`src/core/fbmec_pkg.sv`:
```
/*
 * fbmec_pkg: shared types and constants for the buffered-DIMM error classifier.
 * assumes: included before the classifier module; no registers reached by software.
 */
package fbmec_pkg;

    // severity classes, one bit each in the sticky vectors
    localparam int unsigned SEV_W         = 3;
    localparam int unsigned SEV_FATAL_BIT = 0;
    localparam int unsigned SEV_REC_BIT   = 1;
    localparam int unsigned SEV_CORR_BIT  = 2;

    // event vector layout
    localparam int unsigned EV_W          = 10;
    localparam int unsigned EV_FAILOVER   = 0;
    localparam int unsigned EV_DEM_NMIR   = 1;
    localparam int unsigned EV_DEM_MIR    = 2;
    localparam int unsigned EV_SPARE      = 3;
    localparam int unsigned EV_PATROL     = 4;
    localparam int unsigned EV_SYNC_PAR   = 5;
    localparam int unsigned EV_SPD        = 6;
    localparam int unsigned EV_FRST_TMO   = 7;
    localparam int unsigned EV_REFRESH    = 8;
    localparam int unsigned EV_FRST_RED   = 9;

    // reset values
    localparam logic [EV_W-1:0]  EV_RST  = 10'h000;
    localparam logic [SEV_W-1:0] SEV_RST = 3'h0;

    // gearing ratio codes
    localparam logic [1:0] GEAR_1_1 = 2'h0;
    localparam logic [1:0] GEAR_4_5 = 2'h1;
    localparam logic [1:0] GEAR_OTH = 2'h2;

    // northbound frames per gearing window, data frames allowed in 4:5
    localparam logic [2:0] GEAR45_WIN   = 3'h5;
    localparam logic [2:0] GEAR45_SLOTS = 3'h4;

    // fast-reset timeout
    localparam int unsigned FRST_TMO_NS  = 1000;
    localparam int unsigned CLK_NS       = 10;
    localparam int unsigned FRST_TMO_CYC = FRST_TMO_NS / CLK_NS;

    // one northbound frame, as seen by the classifier
    typedef struct packed {
        logic       valid;      // frame slot present
        logic       rd_data;    // frame carries read data
        logic       refr_ack;   // frame carries a refresh acknowledgement
        logic       ack_bad;    // that acknowledgement was corrupted
    } fbmec_nb_frame_s;

    // one detected data ECC result
    typedef struct packed {
        logic       corr;       // correctable data error seen
        logic       mirrored;   // demand read in mirrored mode
        logic       spare_copy; // read was a spare copy from failing rank
        logic       patrol;     // read was from the patrol scrubber
    } fbmec_ecc_s;

    // failover log entry
    typedef struct packed {
        logic       branch;     // branch that failed over
        logic       channel;    // channel with the failing lane
        logic [4:0] lane;       // failing bit lane
    } fbmec_fo_log_s;

endpackage : fbmec_pkg

```
`src/core/fbmec_classifier.sv`:
```
/*
 * fbmec_classifier: detects and classifies memory channel errors, raises
 * sticky severity flags, drives failover, replay and fast-reset supervision.
 * assumes: all inputs synchronous to core_clk_i; clear strobes from a host
 * agent outside this block; one branch pair of channels per instance pair.
 */
`timescale 1ns/10ps
`default_nettype none

// Function
// - lane failure: enter failover, recoverable, log
// - demand read correctable error: correctable event
// - spare-copy correctable error: distinct correctable event
// - patrol correctable error: distinct correctable event
// - sync status parity error: drop, correctable
// - alert fast-reset prep: replay affected config commands
// - presence-detect error: correctable, no hardware retry
// - non-redundant fast-reset timeout: fatal event
// - non-1:1 gearing: timeout may be suppressed
// - corrupted refresh acknowledgement: recoverable event
// - skip refresh check alongside read data
// - skip refresh check when gearing oversubscribed
// - 4:5 gearing: fifth frame ack unchecked when the first four frames carried read data
module fbmec_classifier
    import fbmec_pkg::*;
#(
    parameter int unsigned TMO_CYC = FRST_TMO_CYC // fast-reset timeout in cycles
) (
    input  wire logic            core_clk_i,        // core clock
    input  wire logic            reset_i,           // sync reset, active high
    input  wire logic            lane_fail_i,       // bit-lane failure pulse
    input  wire fbmec_fo_log_s   lane_info_i,       // where the lane failed
    input  wire fbmec_ecc_s      ecc_i,             // data ECC result
    input  wire logic            sync_stat_i,       // sync status frame arrived
    input  wire logic            sync_par_err_i,    // its parity was bad
    input  wire logic            sync_for_frst_i,   // sync prepares alert fast reset
    input  wire logic            spd_err_i,         // presence-detect protocol error
    input  wire logic            frst_start_i,      // fast reset issued
    input  wire logic            frst_redund_i,     // fast reset is redundant
    input  wire logic            frst_done_i,       // fast reset completed
    input  wire logic            wr_recov_both_i,   // both channels failed wr recovery
    input  wire logic [1:0]      gear_i,            // gearing ratio code
    input  wire fbmec_nb_frame_s nb_i,              // northbound frame slot
    input  wire logic [EV_W-1:0] ev_clr_i,          // event clear strobes
    input  wire logic [SEV_W-1:0] sev_clr_i,        // severity clear strobes
    output logic                 failover_o,        // branch in failover mode
    output var fbmec_fo_log_s    failover_lane_log_low_o,  // failover log, location
    output logic [7:0]           failover_lane_log_high_o, // failover log, count
    output logic                 sync_use_o,        // sync status accepted
    output logic                 cfg_replay_o,      // replay queued config cmds
    output logic [EV_W-1:0]      ev_sticky_o,       // sticky per-event flags
    output logic [SEV_W-1:0]     sev_sticky_o       // sticky severity flags
);

    // per-cycle event detections
    logic [EV_W-1:0] ev_hit;       // raw events this cycle
    logic            ack_checked;  // refresh ack is being checked
    logic            frst_tmo;     // non-redundant timeout reached
    logic            frst_tmo_red; // redundant timeout reached
    logic            tmo_suppress; // gearing may hide the timeout

    // fast-reset supervisor states
    typedef enum logic [2:0] {
        FBMEC_IDLE = 3'b001,
        FBMEC_WAIT = 3'b010,
        FBMEC_DONE = 3'b100
    } fbmec_frst_e;

    fbmec_frst_e      frst_st_r;     // supervisor state
    logic             frst_red_r;    // latched redundancy of reset
    logic [31:0]      frst_cnt_r;    // timeout counter
    logic [2:0]       gear_pos_r;    // frame position in 4:5 window
    logic [2:0]       gear_data_r;   // data frames seen in window

    // maps an event to its severity bit
    function automatic logic [SEV_W-1:0] fbmec_sev(input logic [EV_W-1:0] ev);
        logic [SEV_W-1:0] s;
        s = SEV_RST;
        s[SEV_FATAL_BIT] = ev[EV_FRST_TMO];
        s[SEV_REC_BIT]   = ev[EV_FAILOVER] | ev[EV_REFRESH] | ev[EV_FRST_RED];
        s[SEV_CORR_BIT]  = ev[EV_DEM_NMIR] | ev[EV_DEM_MIR] | ev[EV_SPARE]
                         | ev[EV_PATROL] | ev[EV_SYNC_PAR] | ev[EV_SPD];
        return s;
    endfunction : fbmec_sev

    // 4:5 window tracking of northbound slots
    always_ff @(posedge core_clk_i) begin
        if (reset_i || gear_i != GEAR_4_5) begin
            gear_pos_r  <= 3'h0;
            gear_data_r <= 3'h0;
        end else if (nb_i.valid) begin
            if (gear_pos_r == GEAR45_WIN - 3'h1) begin
                gear_pos_r  <= 3'h0;
                gear_data_r <= 3'h0;
            end else begin
                gear_pos_r  <= gear_pos_r + 3'h1;
                gear_data_r <= gear_data_r + {2'h0, nb_i.rd_data};
            end
        end
    end

    // refresh ack check gating
    always_comb begin
        ack_checked = nb_i.valid && nb_i.refr_ack;
        if (nb_i.rd_data) begin
            ack_checked = 1'b0;
        end
        if (gear_i == GEAR_4_5 && gear_pos_r == GEAR45_WIN - 3'h1
            && gear_data_r >= GEAR45_SLOTS) begin
            ack_checked = 1'b0;
        end
    end

    // gearing other than 1:1 may swallow the non-redundant timeout
    assign tmo_suppress = (gear_i != GEAR_1_1) && wr_recov_both_i;
    assign frst_tmo     = frst_st_r == FBMEC_WAIT && !frst_red_r
                          && frst_cnt_r == TMO_CYC - 1 && !frst_done_i;
    assign frst_tmo_red = frst_st_r == FBMEC_WAIT && frst_red_r
                          && frst_cnt_r == TMO_CYC - 1 && !frst_done_i;

    // raw event detection
    always_comb begin
        ev_hit = EV_RST;
        ev_hit[EV_FAILOVER] = lane_fail_i;
        ev_hit[EV_DEM_NMIR] = ecc_i.corr && !ecc_i.spare_copy && !ecc_i.patrol
                              && !ecc_i.mirrored;
        ev_hit[EV_DEM_MIR]  = ecc_i.corr && !ecc_i.spare_copy && !ecc_i.patrol
                              && ecc_i.mirrored;
        ev_hit[EV_SPARE]    = ecc_i.corr && ecc_i.spare_copy;
        ev_hit[EV_PATROL]   = ecc_i.corr && ecc_i.patrol && !ecc_i.spare_copy;
        ev_hit[EV_SYNC_PAR] = sync_stat_i && sync_par_err_i;
        ev_hit[EV_SPD]      = spd_err_i;
        ev_hit[EV_FRST_TMO] = frst_tmo && !tmo_suppress;
        ev_hit[EV_REFRESH]  = ack_checked && nb_i.ack_bad;
        ev_hit[EV_FRST_RED] = frst_tmo_red;
    end

    // fast-reset supervisor
    always_ff @(posedge core_clk_i) begin
        if (reset_i) begin
            frst_st_r  <= FBMEC_IDLE;
            frst_red_r <= 1'b0;
            frst_cnt_r <= 32'h0;
        end else begin
            case (frst_st_r)
                FBMEC_IDLE: begin
                    frst_cnt_r <= 32'h0;
                    if (frst_start_i) begin
                        frst_red_r <= frst_redund_i;
                        frst_st_r  <= FBMEC_WAIT;
                    end
                end
                FBMEC_WAIT: begin
                    if (frst_done_i || frst_cnt_r == TMO_CYC - 1) begin
                        frst_st_r <= FBMEC_DONE;
                    end else begin
                        frst_cnt_r <= frst_cnt_r + 32'h1;
                    end
                end
                FBMEC_DONE: begin
                    frst_st_r <= FBMEC_IDLE;
                end
                default: begin
                    frst_st_r <= FBMEC_IDLE;
                end
            endcase
        end
    end

    // failover mode and its log; held until reset, no auto exit
    always_ff @(posedge core_clk_i) begin
        if (reset_i) begin
            failover_o               <= 1'b0;
            failover_lane_log_low_o  <= '0;
            failover_lane_log_high_o <= 8'h00;
        end else if (lane_fail_i) begin
            failover_o               <= 1'b1;
            failover_lane_log_low_o  <= lane_info_i;
            if (failover_lane_log_high_o != 8'hff) begin
                failover_lane_log_high_o <= failover_lane_log_high_o + 8'h01;
            end
        end
    end

    // sync status use and alert-recovery replay; presence errors never retried
    always_ff @(posedge core_clk_i) begin
        if (reset_i) begin
            sync_use_o   <= 1'b0;
            cfg_replay_o <= 1'b0;
        end else begin
            sync_use_o   <= sync_stat_i && !sync_par_err_i;
            cfg_replay_o <= sync_stat_i && sync_for_frst_i;
        end
    end

    // sticky flags, set wins over clear
    always_ff @(posedge core_clk_i) begin
        if (reset_i) begin
            ev_sticky_o  <= EV_RST;
            sev_sticky_o <= SEV_RST;
        end else begin
            ev_sticky_o  <= (ev_sticky_o & ~ev_clr_i) | ev_hit;
            sev_sticky_o <= (sev_sticky_o & ~sev_clr_i) | fbmec_sev(ev_hit);
        end
    end
endmodule : fbmec_classifier

`default_nettype wire

```
`config.mk`:
```
export PLATFORM = sky130hd
export DESIGN_NAME = fbmec_classifier
export DESIGN_NICKNAME = d
export VERILOG_FILES = /design/src/core/fbmec_pkg.sv /design/src/core/fbmec_classifier.sv
export SDC_FILE = /design/constraint.sdc
export NUM_CORES = 1
export LEC_CHECK = 0
export BUFFER_PORTS_ARGS = -buffer_cell sky130_fd_sc_hd__buf_4
export CAP_MARGIN = 20
export CORE_MARGIN = 1.5
export CORE_UTILIZATION = 30
export CTS_CLUSTER_SIZE = 8
export DETAILED_ROUTE_END_ITERATION = 8
export PLACE_DENSITY = 0.59
export SLEW_MARGIN = 0
export SYNTH_ARGS = -nofsm -noshare
export SYNTH_HDL_FRONTEND = slang
export SYNTH_SLANG_ARGS = --single-unit
export TNS_END_PERCENT = 20
```
`constraint.sdc`:
```
create_clock -name core_clk_i -period 5.92 [get_ports core_clk_i]
set_input_delay 0.296 -clock core_clk_i [delete_from_list [all_inputs] [get_ports core_clk_i]]
set_output_delay 0.296 -clock core_clk_i [all_outputs]
set_load 0.005 [all_outputs]
```
# ---- Word level (Yosys, flattened, before mapping)
# Cells that the tools add are included.
dict set report classes {
  add_sub_neg 4
  n_mul 0
  n_div 0
  magnitude_cmp 1
  n_eq_ne 10
  shift 0
  muxes 9
  bitwise 13
  n_reduce_logical 37
}
# op n
set ops {}
lappend ops {{$pmux W32 S2} 1}
lappend ops {{$add A32 B1 Y32 const B} 1}
lappend ops {{$eq A32 B7 Y1 const B} 1}
lappend ops {{$mux W32} 1}
lappend ops {{$logic_and A1 B1 Y1} 22}
lappend ops {{$mux W3} 4}
lappend ops {{$and A10 B10 Y10} 1}
lappend ops {{$not A10 Y10} 1}
lappend ops {{$or A10 B10 Y10} 1}
lappend ops {{$add A8 B1 Y8 const B} 1}
lappend ops {{$ne A8 B8 Y1 const B} 1}
lappend ops {{$reduce_and A2 Y1} 4}
lappend ops {{$logic_not A1 Y1} 7}
lappend ops {{$or A1 B1 Y1} 7}
lappend ops {{$pmux W3 S2} 1}
lappend ops {{$ne A2 B1 Y1 const B} 2}
lappend ops {{$ne A2 B2 Y1 const B} 2}
lappend ops {{$reduce_bool A2 Y1} 2}
lappend ops {{$add A3 B1 Y3} 1}
lappend ops {{$add A3 B1 Y3 const B} 1}
lappend ops {{$and A3 B3 Y3} 1}
lappend ops {{$eq A3 B1 Y1 const B} 1}
lappend ops {{$eq A3 B2 Y1 const B} 1}
lappend ops {{$eq A3 B3 Y1 const B} 1}
lappend ops {{other kinds (6)} 8}
dict set report word_totals {
  regBits 73
  latch_bits 0
  ram_bits 0
  romBits 0
  inputBits 41
  output_inout_bits 31
  elab_cells 88
  n_memories 0
}

# ---- Longest topological paths before layout
# Gate-level depths: netlist of run 1.
dict set report logic_depth {
  word_depth 10
  depth_mapped 8
  mapped_depth_nobuf 6
}

# ---- Worst setup path after synthesis of run 1
# OpenSTA, ideal clock, no wires.
dict set report synth_timing {
  path_kind {reg-to-reg}
  start {reg frst_cnt_r[0]}
  end {reg frst_cnt_r[24]}
  setup_ps 70
  arrival_time_ps 1822
  required_time_ps 5850
  slack_ps 4028
  stages_incl_launch_ff 7
  path_buffers 0
  synth_period_minus_slack_ps 1892
  cell_sequence {dfxtp_1 > ha_1 > nand3_2 > nor4_4 > nand2_4 > or4_1 > a21oi_1}
}
dict set report synth_between {
  elab_chain_cells 4
  elab_cells_between_ends 7
  classes_between {add/sub: 1; eq/ne: 2; mux: 2; reduce/logical: 2}
}
# item line
set synth_rtl {}
lappend synth_rtl {{from (decl)} fbmec_classifier.sv:71} ;# logic [31:0] frst_cnt_r;
lappend synth_rtl {{from (signal assigned)} fbmec_classifier.sv:157} ;# frst_cnt_r <= frst_cnt_r + 32'h1;
lappend synth_rtl {{branches (longest 4 deep; another with $add A32 B1 Y32)} n/a}
# Parallel ways; which one is timed is not known. The select of a mux whose other input is x is not followed.
# A chain may end at the register's enable or synchronous reset.

# ---- Worst setup path after layout of run 1
dict set report layout_timing {
  start {reg frst_cnt_r[0]}
  end {reg frst_cnt_r[26]}
}
# Same word-level chain as after synthesis.

==> results of run 1 <==
how the worst max path moves through the flow:
stage	endpoint	slack (ns)
after floorplan	frst_cnt_r[24]	4.03
after global placement	frst_cnt_r[6]	3.31
after detailed placement	frst_cnt_r[8]	3.25
after CTS	frst_cnt_r[8]	3.20
after global routing	frst_cnt_r[26]	3.43
final	frst_cnt_r[26]	3.63
Yosys cell counts (6+ instances only):
| cell | instances | area, µm² |
|---|---|---|
| a21oi_1 | 27 | 135 |
| a31oi_1 | 13 | 81.3 |
| and3_1 | 10 | 62.6 |
| buf_2 | 6 | 30.0 |
| clkbuf_1 | 14 | 52.6 |
| dfxtp_1 | 73 | 1460 |
| ha_1 | 6 | 75.1 |
| inv_1 | 9 | 33.8 |
| mux2i_1 | 9 | 90.1 |
| nand2_1 | 27 | 101 |
| nand2b_1 | 9 | 56.3 |
| nand3_1 | 12 | 60.1 |
| nand4_1 | 21 | 131 |
| nor2_1 | 42 | 158 |
| nor3_1 | 13 | 65.1 |
| nor4_1 | 11 | 68.8 |
| o21ai_0 | 10 | 50.1 |
| o31ai_1 | 8 | 60.1 |
| xor2_1 | 6 | 52.6 |
power by group through the flow:
stage / registers [mW] / clock network (mW) / logic (mW)
after detailed placement: 0.520 / 0 / 0.0823
after global routing: 0.510 / 0.588 / 0.0903
after CTS: 0.509 / 0.566 / 0.0826
after global placement: 0.519 / 0 / 0.0815
final: 0.509 / 0.552 / 0.0820
after floorplan: 0.520 / 0 / 0.0369
kinds of logic after synthesis:
kind of cell | after synthesis
compound gates | 89
xor+xnor | 10
fa+ha+maj | 6
buf+inv | 33
flops | 73
mux | 11
simple gates | 181
area by class of cell:
class / count / area, µm²
clock buffer: 9 / 225
clock inverter: 7 / 77.6
fill: 1115 / 6940
inverter: 10 / 37.5
multi-input combinational: 297 / 1900
sequential: 73 / 1460
tap: 143 / 179
timing repair buffer: 73 / 556
per-stage QoR:
stage	power (mW)	hold slack (ns)
after floorplan	0.556	0.372
after global placement	0.601	0.451
after detailed placement	0.602	0.467
after CTS	1.16	0.126
after global routing	1.19	0.132
final	1.14	0.137
metal layers:
metal  vias to the layer above  GRT usage [%]
met5                         -              0
met4                         0           7.18
met3                        17           3.39
met2                        80           22.6
met1                      1484           18.5
li1                       1624              -
sequential cells by signal (all words and copies together) (netlist names):
signal	count
gear_pos_r	3
frst_cnt_r	32
ev_sticky_o	10
failover_o	1
frst_red_r	1
failover_lane_log_high_o	8
failover_lane_log_low_o	7
frst_st_r	3
gear_data_r	3
sev_sticky_o	3
cfg_replay_o	1
sync_use_o	1
worst reg2reg max path: cells and delay by family (launching register included):
kind	cells	cell delay, ns
AOI/OAI and AO/OA	1	0.15
adders and majority gates	1	0.27
DFF	1	0.40
and+or+nand+nor	4	1.40
==> flow_metrics.tcl, run 1 <==
set metrics [dict create \
    synth_fa_ha_area_share_pct 2.16 \
    start_util_pct 30.6 \
    fin_worst_skew_ns 0.00714 \
    rsz0062_at_grt "no" \
    synthCells 403 \
    slew_viol_final 0 \
    critical_path.cell_chain "ha_1 > nand3_2 > nor4_4 > nand2_4 > or4_1 > a21oi_1" \
    ir_drop_mv 0.143 \
    max_freq_ghz 0.437 \
    drcViolationCount 0 \
    finalWorstSetupSlack_ns 3.63 \
    maxCapViolations 0 \
    period_needed_ns 2.29 \
    place_area_um2 4120 \
    finalCritPeriodShare_pct 38.6 \
    die_area_um2 12300 \
    hold_viol 0 \
    synthMuxAreaShare_pct 3.24 \
    cp.arrival_ns 2.55 \
    clockPowerShare_pct 48.3 \
    reg2reg_from "frst_cnt_r[0]" \
    pre_cts_ws_ns 3.25 \
    totalWireLength_mm 8.69 \
    seq_power_share_pct 44.6 \
    htreeDepth 3 \
    cts-buffers-inserted 9 \
    finish.utilization_pct 39.0 \
    synth.distinct_cells 56 \
    synth_edf_count 0 \
    clk_latency_ns 0.33 \
    viasPerCell 5.24 \
    startpoint "frst_cnt_r[0]" \
    num_rows 39 \
    switching_power_mw 0.269 \
    crit_cells 6 \
    core_um2 11400 \
    grt_remaining_overflow 0 \
    cts_resized 0 \
    met2_length_mm 4.00 \
    hpwl_mm 6.06 \
    holdPathEnd "sync_use_o" \
    grt_start_max_net_pins 46 \
    crit_slowest_cell "nor4_4" \
    worstPathRequired_ns 6.18 \
    gp_congestion 0.849 \
    cts_tree "done" \
    cp_max_fo 9 \
    r2r-end "frst_cnt_r[26]" \
    dieHeight_um 111 \
    cpPeakStageDelay_ns 0.62 \
    clock_path_buffers 2 \
    p_leak_nw 1.76 \
    dr.max_layer_used "met4" \
    tightest_slew_ns 0.874 \
    wl_met1_mm 4.12 \
    p_int_mw 0.874 \
    grt_pass1_vias 3024 \
    die_w_um 111 \
    swShare_pct 23.5 \
    design_area_um2 4430 \
    ys.flop_type "dfxtp_1" \
    synthXorXnorAreaFrac_pct 2.52 \
    synth_warnings 0 \
    synth.yosys.seq_area_share_pct 42.0 \
    cts_setup_buffers 0 \
    synth-seq-cells 73 \
    r2r_slack_ns 3.63 \
    hold_start "sync_par_err_i" \
    hold_path_class "input pin to flip-flop" \
    critPathBufInv 0 \
    yosys.area_share.simple_pct 29.7 \
    root_buffer "clkbuf_16" \
    vias 3205 \
    share_comb_of_total_power_pct 7.2 \
    track_usage_pct 14.4 \
    finalNonFillerCells 612 \
    hold_depth 2 \
    cts.sinks 73 \
    antenna_found_initial 0 \
    power_density_nw_per_um2 258 \
    layout_commonest_cell "dfxtp_1" \
    hold_buffers 0 \
    synth-async-reset-ratio_pct 0 \
    synth_compound_area_share_pct 16.6 \
    final_cell_mix "dfxtp_1 (73), buf_4 (72), nor2_1 (42)" \
    drive_above_1_share_pct 22.4 \
    max-slew-margin-rel_pct 41.5 \
    syn_area_per_cell_um2 8.64 \
    status "completed" \
    wl_per_cell_um 14.2 \
    r2r_cells 6 \
    drt_iter0_markers 209 \
    port-buffer-count 71 \
    grt_pass1_wl_mm 14.5 \
    antennaDiodeCount 0 \
    cts.clk_slew.worst_paths_ns 0.06 \
    crit_path_end_kind "flip-flop" \
    area_growth_pct 27.4 \
    cp_top_family "simple AND/OR/NAND/NOR gates" \
    antenna_left 0 \
    synth_top_family_by_area "simple AND/OR/NAND/NOR gates" \
    critPathKind "flip-flop to flip-flop" \
    layout.nets 511 \
    wl_met3_um 385 \
    num_io_pins 72 \
    setup_violations 0 \
    post-place-cells 595 \
    syn-num-nets 450 \
    netlist_area_um2 3480 \
    setup_tns_ns 0 \
    start_kind "flip-flop" \
    drtPass1Iterations 4 \
]
No activity file was read; power rests on OpenSTA's default activity.
==> run 2, diff against run 1 <==
--- a/config.mk
+++ b/config.mk
@@ -5,13 +5,14 @@
 export SDC_FILE = /design/constraint.sdc
 export NUM_CORES = 1
 export LEC_CHECK = 0
+export ABC_AREA = 1
 export BUFFER_PORTS_ARGS = -buffer_cell sky130_fd_sc_hd__buf_4
 export CAP_MARGIN = 20
 export CORE_MARGIN = 1.5
 export CORE_UTILIZATION = 30
 export CTS_CLUSTER_SIZE = 8
 export DETAILED_ROUTE_END_ITERATION = 8
-export PLACE_DENSITY = 0.59
+export PLACE_DENSITY = 0.58
 export SLEW_MARGIN = 0
 export SYNTH_ARGS = -nofsm -noshare
 export SYNTH_HDL_FRONTEND = slang
==> constraint.sdc (replaced) <==
create_clock -name core_clk_i -period 2.31 [get_ports core_clk_i]
set_input_delay 0.1155 -clock core_clk_i [delete_from_list [all_inputs] [get_ports core_clk_i]]
set_output_delay 0.1155 -clock core_clk_i [all_outputs]
set_load 0.005 [all_outputs]
==> flow_metrics.tcl, run 2 <==
set metrics [dict create \
    die_w_um 118 \
    grt_remaining_overflow 0 \
    synth-async-reset-ratio_pct 0 \
    start_kind "flip-flop" \
    die_area_um2 14000 \
    antenna_found_initial 0 \
    cts.clk_slew.worst_paths_ns 0.06 \
    ys_top_cells_by_area "dfxtp_1 (37%), nand2_1 (15%), nor2_1 (10%)" \
    p_leak_nw 2.17 \
    fin_worst_skew_ns 0.00695 \
    power_density_nw_per_um2 619 \
    rsz0062_at_grt "no" \
    largestRegisters "frst_cnt_r (32), ev_sticky_o (10), failover_lane_log_high_o (8)" \
    cpPeakStageDelay_ns 0.35 \
    slew_viol_final 0 \
    synth-seq-cells 73 \
    ir_drop_mv 0.375 \
    track_usage_pct 16.3 \
    area_growth_pct 27.4 \
    synthXorXnorAreaFrac_pct 1.97 \
    synth_top_family_by_area "simple AND/OR/NAND/NOR gates" \
    root_buffer "clkbuf_16" \
    cts_setup_buffers 0 \
    gp_congestion 0.950 \
    synth_warnings 0 \
    synthMuxAreaShare_pct 0.501 \
    crit_path_frequent_cell "nor2_1" \
    ys.flop_type "dfxtp_1" \
    cts_resized 0 \
    drcViolationCount 0 \
    wl_per_cell_um 12.7 \
    layout_commonest_cell "nand2_1" \
    netlist_area_um2 4000 \
    whs_ns 0.00434 \
    hold_path_class "input pin to flip-flop" \
    finalCritPeriodShare_pct 87.0 \
    maxCapViolations 0 \
    yosys.area_share.simple_pct 39.2 \
    dieHeight_um 118 \
    hold_viol 0 \
    vias 4122 \
    cts-buffers-inserted 9 \
    critPathKind "flip-flop to flip-flop" \
    critical_path.cell_chain "ha_1 > inv_2 > nor2_1 > nand2_1 > nor2_1 > nand2_1 > o21ai_4 > nand2_2 > o21ai_1 > nor2_1" \
    drt_iter0_markers 227 \
    synth_most_common_cell "nand2_1" \
    synthCells 628 \
    htreeDepth 3 \
    drive_above_1_share_pct 16.1 \
    cts_tree "done" \
    period_needed_ns 2.01 \
    port-buffer-count 71 \
    drtPass1Iterations 5 \
    synth_top_area_share_pct 36.6 \
    cp_max_fo 23 \
    final_cell_mix "nand2_1 (155), nor2_1 (107), buf_4 (80)" \
    cp_top_family "simple AND/OR/NAND/NOR gates" \
    num_rows 41 \
    tightest_slew_ns 0.464 \
    synth.yosys.seq_area_share_pct 36.6 \
    cp.arrival_ns 2.24 \
    clk_latency_ns 0.34 \
    layout.nets 752 \
    place_area_um2 4720 \
    totalWireLength_mm 11.2 \
    yosys.area.top_type "dfxtp_1" \
    synth_compound_area_share_pct 10.2 \
    grt_pass1_vias 3857 \
    design_area_um2 5090 \
    syn_area_per_cell_um2 6.36 \
    antennaDiodeCount 0 \
    syn-num-nets 675 \
    start_util_pct 31.2 \
    worstPathRequired_ns 2.54 \
    r2r_slack_ns 0.30 \
    synthTopCellsByCount "nand2_1 (155), nor2_1 (107), inv_1 (76)" \
    largest_register "frst_cnt_r" \
    synth.distinct_cells 38 \
    largest_register_ffs 32 \
    max_freq_ghz 0.498 \
    antenna_left 0 \
    synth_edf_count 0 \
    cts.sinks 73 \
    synth_fa_ha_area_share_pct 1.88 \
    max-slew-margin-rel_pct 69.0 \
    viasPerCell 4.67 \
    core_um2 12800 \
    critPathBufInv 1 \
    grt_pass1_wl_mm 18.6 \
    setup_violations 0 \
    hpwl_mm 8.49 \
    clock_path_buffers 2 \
    grt_start_max_net_pins 26 \
    num_io_pins 72 \
    status "completed" \
    setup_tns_ns 0 \
    crit_path_end_kind "flip-flop" \
    hold_buffers 4 \
    crit_slowest_cell "dfxtp_1" \
]
[run 2: cell types whose count changed after synthesis, sizes merged, moves of 10 or more]
cell	before	now
inv	9	79
a31oi	13	0
nand2	30	158
nand3	13	55
nor4	13	3
a21oi	27	43
nor2	42	114
nand4	23	12
[run 2: report_power, final]
part | switching [mW] | internal (mW) | total [mW]
clock network | 0.579 | 0.955 | 1.53
registers | 0.0174 | 1.29 | 1.31
logic | 0.179 | 0.129 | 0.308
total | 0.775 | 2.37 | 3.15
[run 2: layout make-up]
class                      count  area [µm²]
inverter                      80         300
tap                          172         215
clock buffer                   9         225
fill                        1395        7730
clock inverter                 7         101
timing repair buffer          84         641
multi-input combinational    457        2150
sequential                    73        1460
[run 2: metrics by stage]
stage | cells | utilization [%] | setup WS [ns] | power (mW)
finish | 882 | 39.7 | 0.300 | 3.15
CTS | 882 | 39.7 | 0.297 | 3.18
detailed placement | 862 | 36.8 | 0.305 | 1.64
floorplan | 628 | - | 0.646 | 1.49
global placement | 862 | 36.8 | 0.394 | 1.64
global route | 882 | 39.7 | 0.0487 | 3.27
[run 2: worst paths after layout]
path	startpoint	end	depth (start not counted)
setup / recovery	frst_cnt_r[1]	frst_cnt_r[0]	10
hold / removal	lane_info_i[0]	failover_lane_log_low_o[0]	3
setup reg to reg	frst_cnt_r[1]	frst_cnt_r[0]	10
hold reg to reg	ev_sticky_o[3]	ev_sticky_o[3]	2
[run 2: layer usage]
layer	wire length, µm	GRT usage [%]
met5	0	0
met4	126	4.44
met3	605	4.15
met2	5290	27.0
met1	5160	21.1
[run 2: tightest hold or removal path: stages]
cell and delay, ns:
buf_4 0.08, nor2_1 0.04, nor2_1 0.08
[run 2: cells by family after synthesis]
| group | count (synthesis) |
|---|---|
| AOI/OAI and AO/OA | 74 |
| xor gates and xnor gates | 9 |
| adders and majority gates | 6 |
| buffers and inverters | 98 |
| DFF | 73 |
| muxes | 2 |
| and+or+nand+nor | 366 |
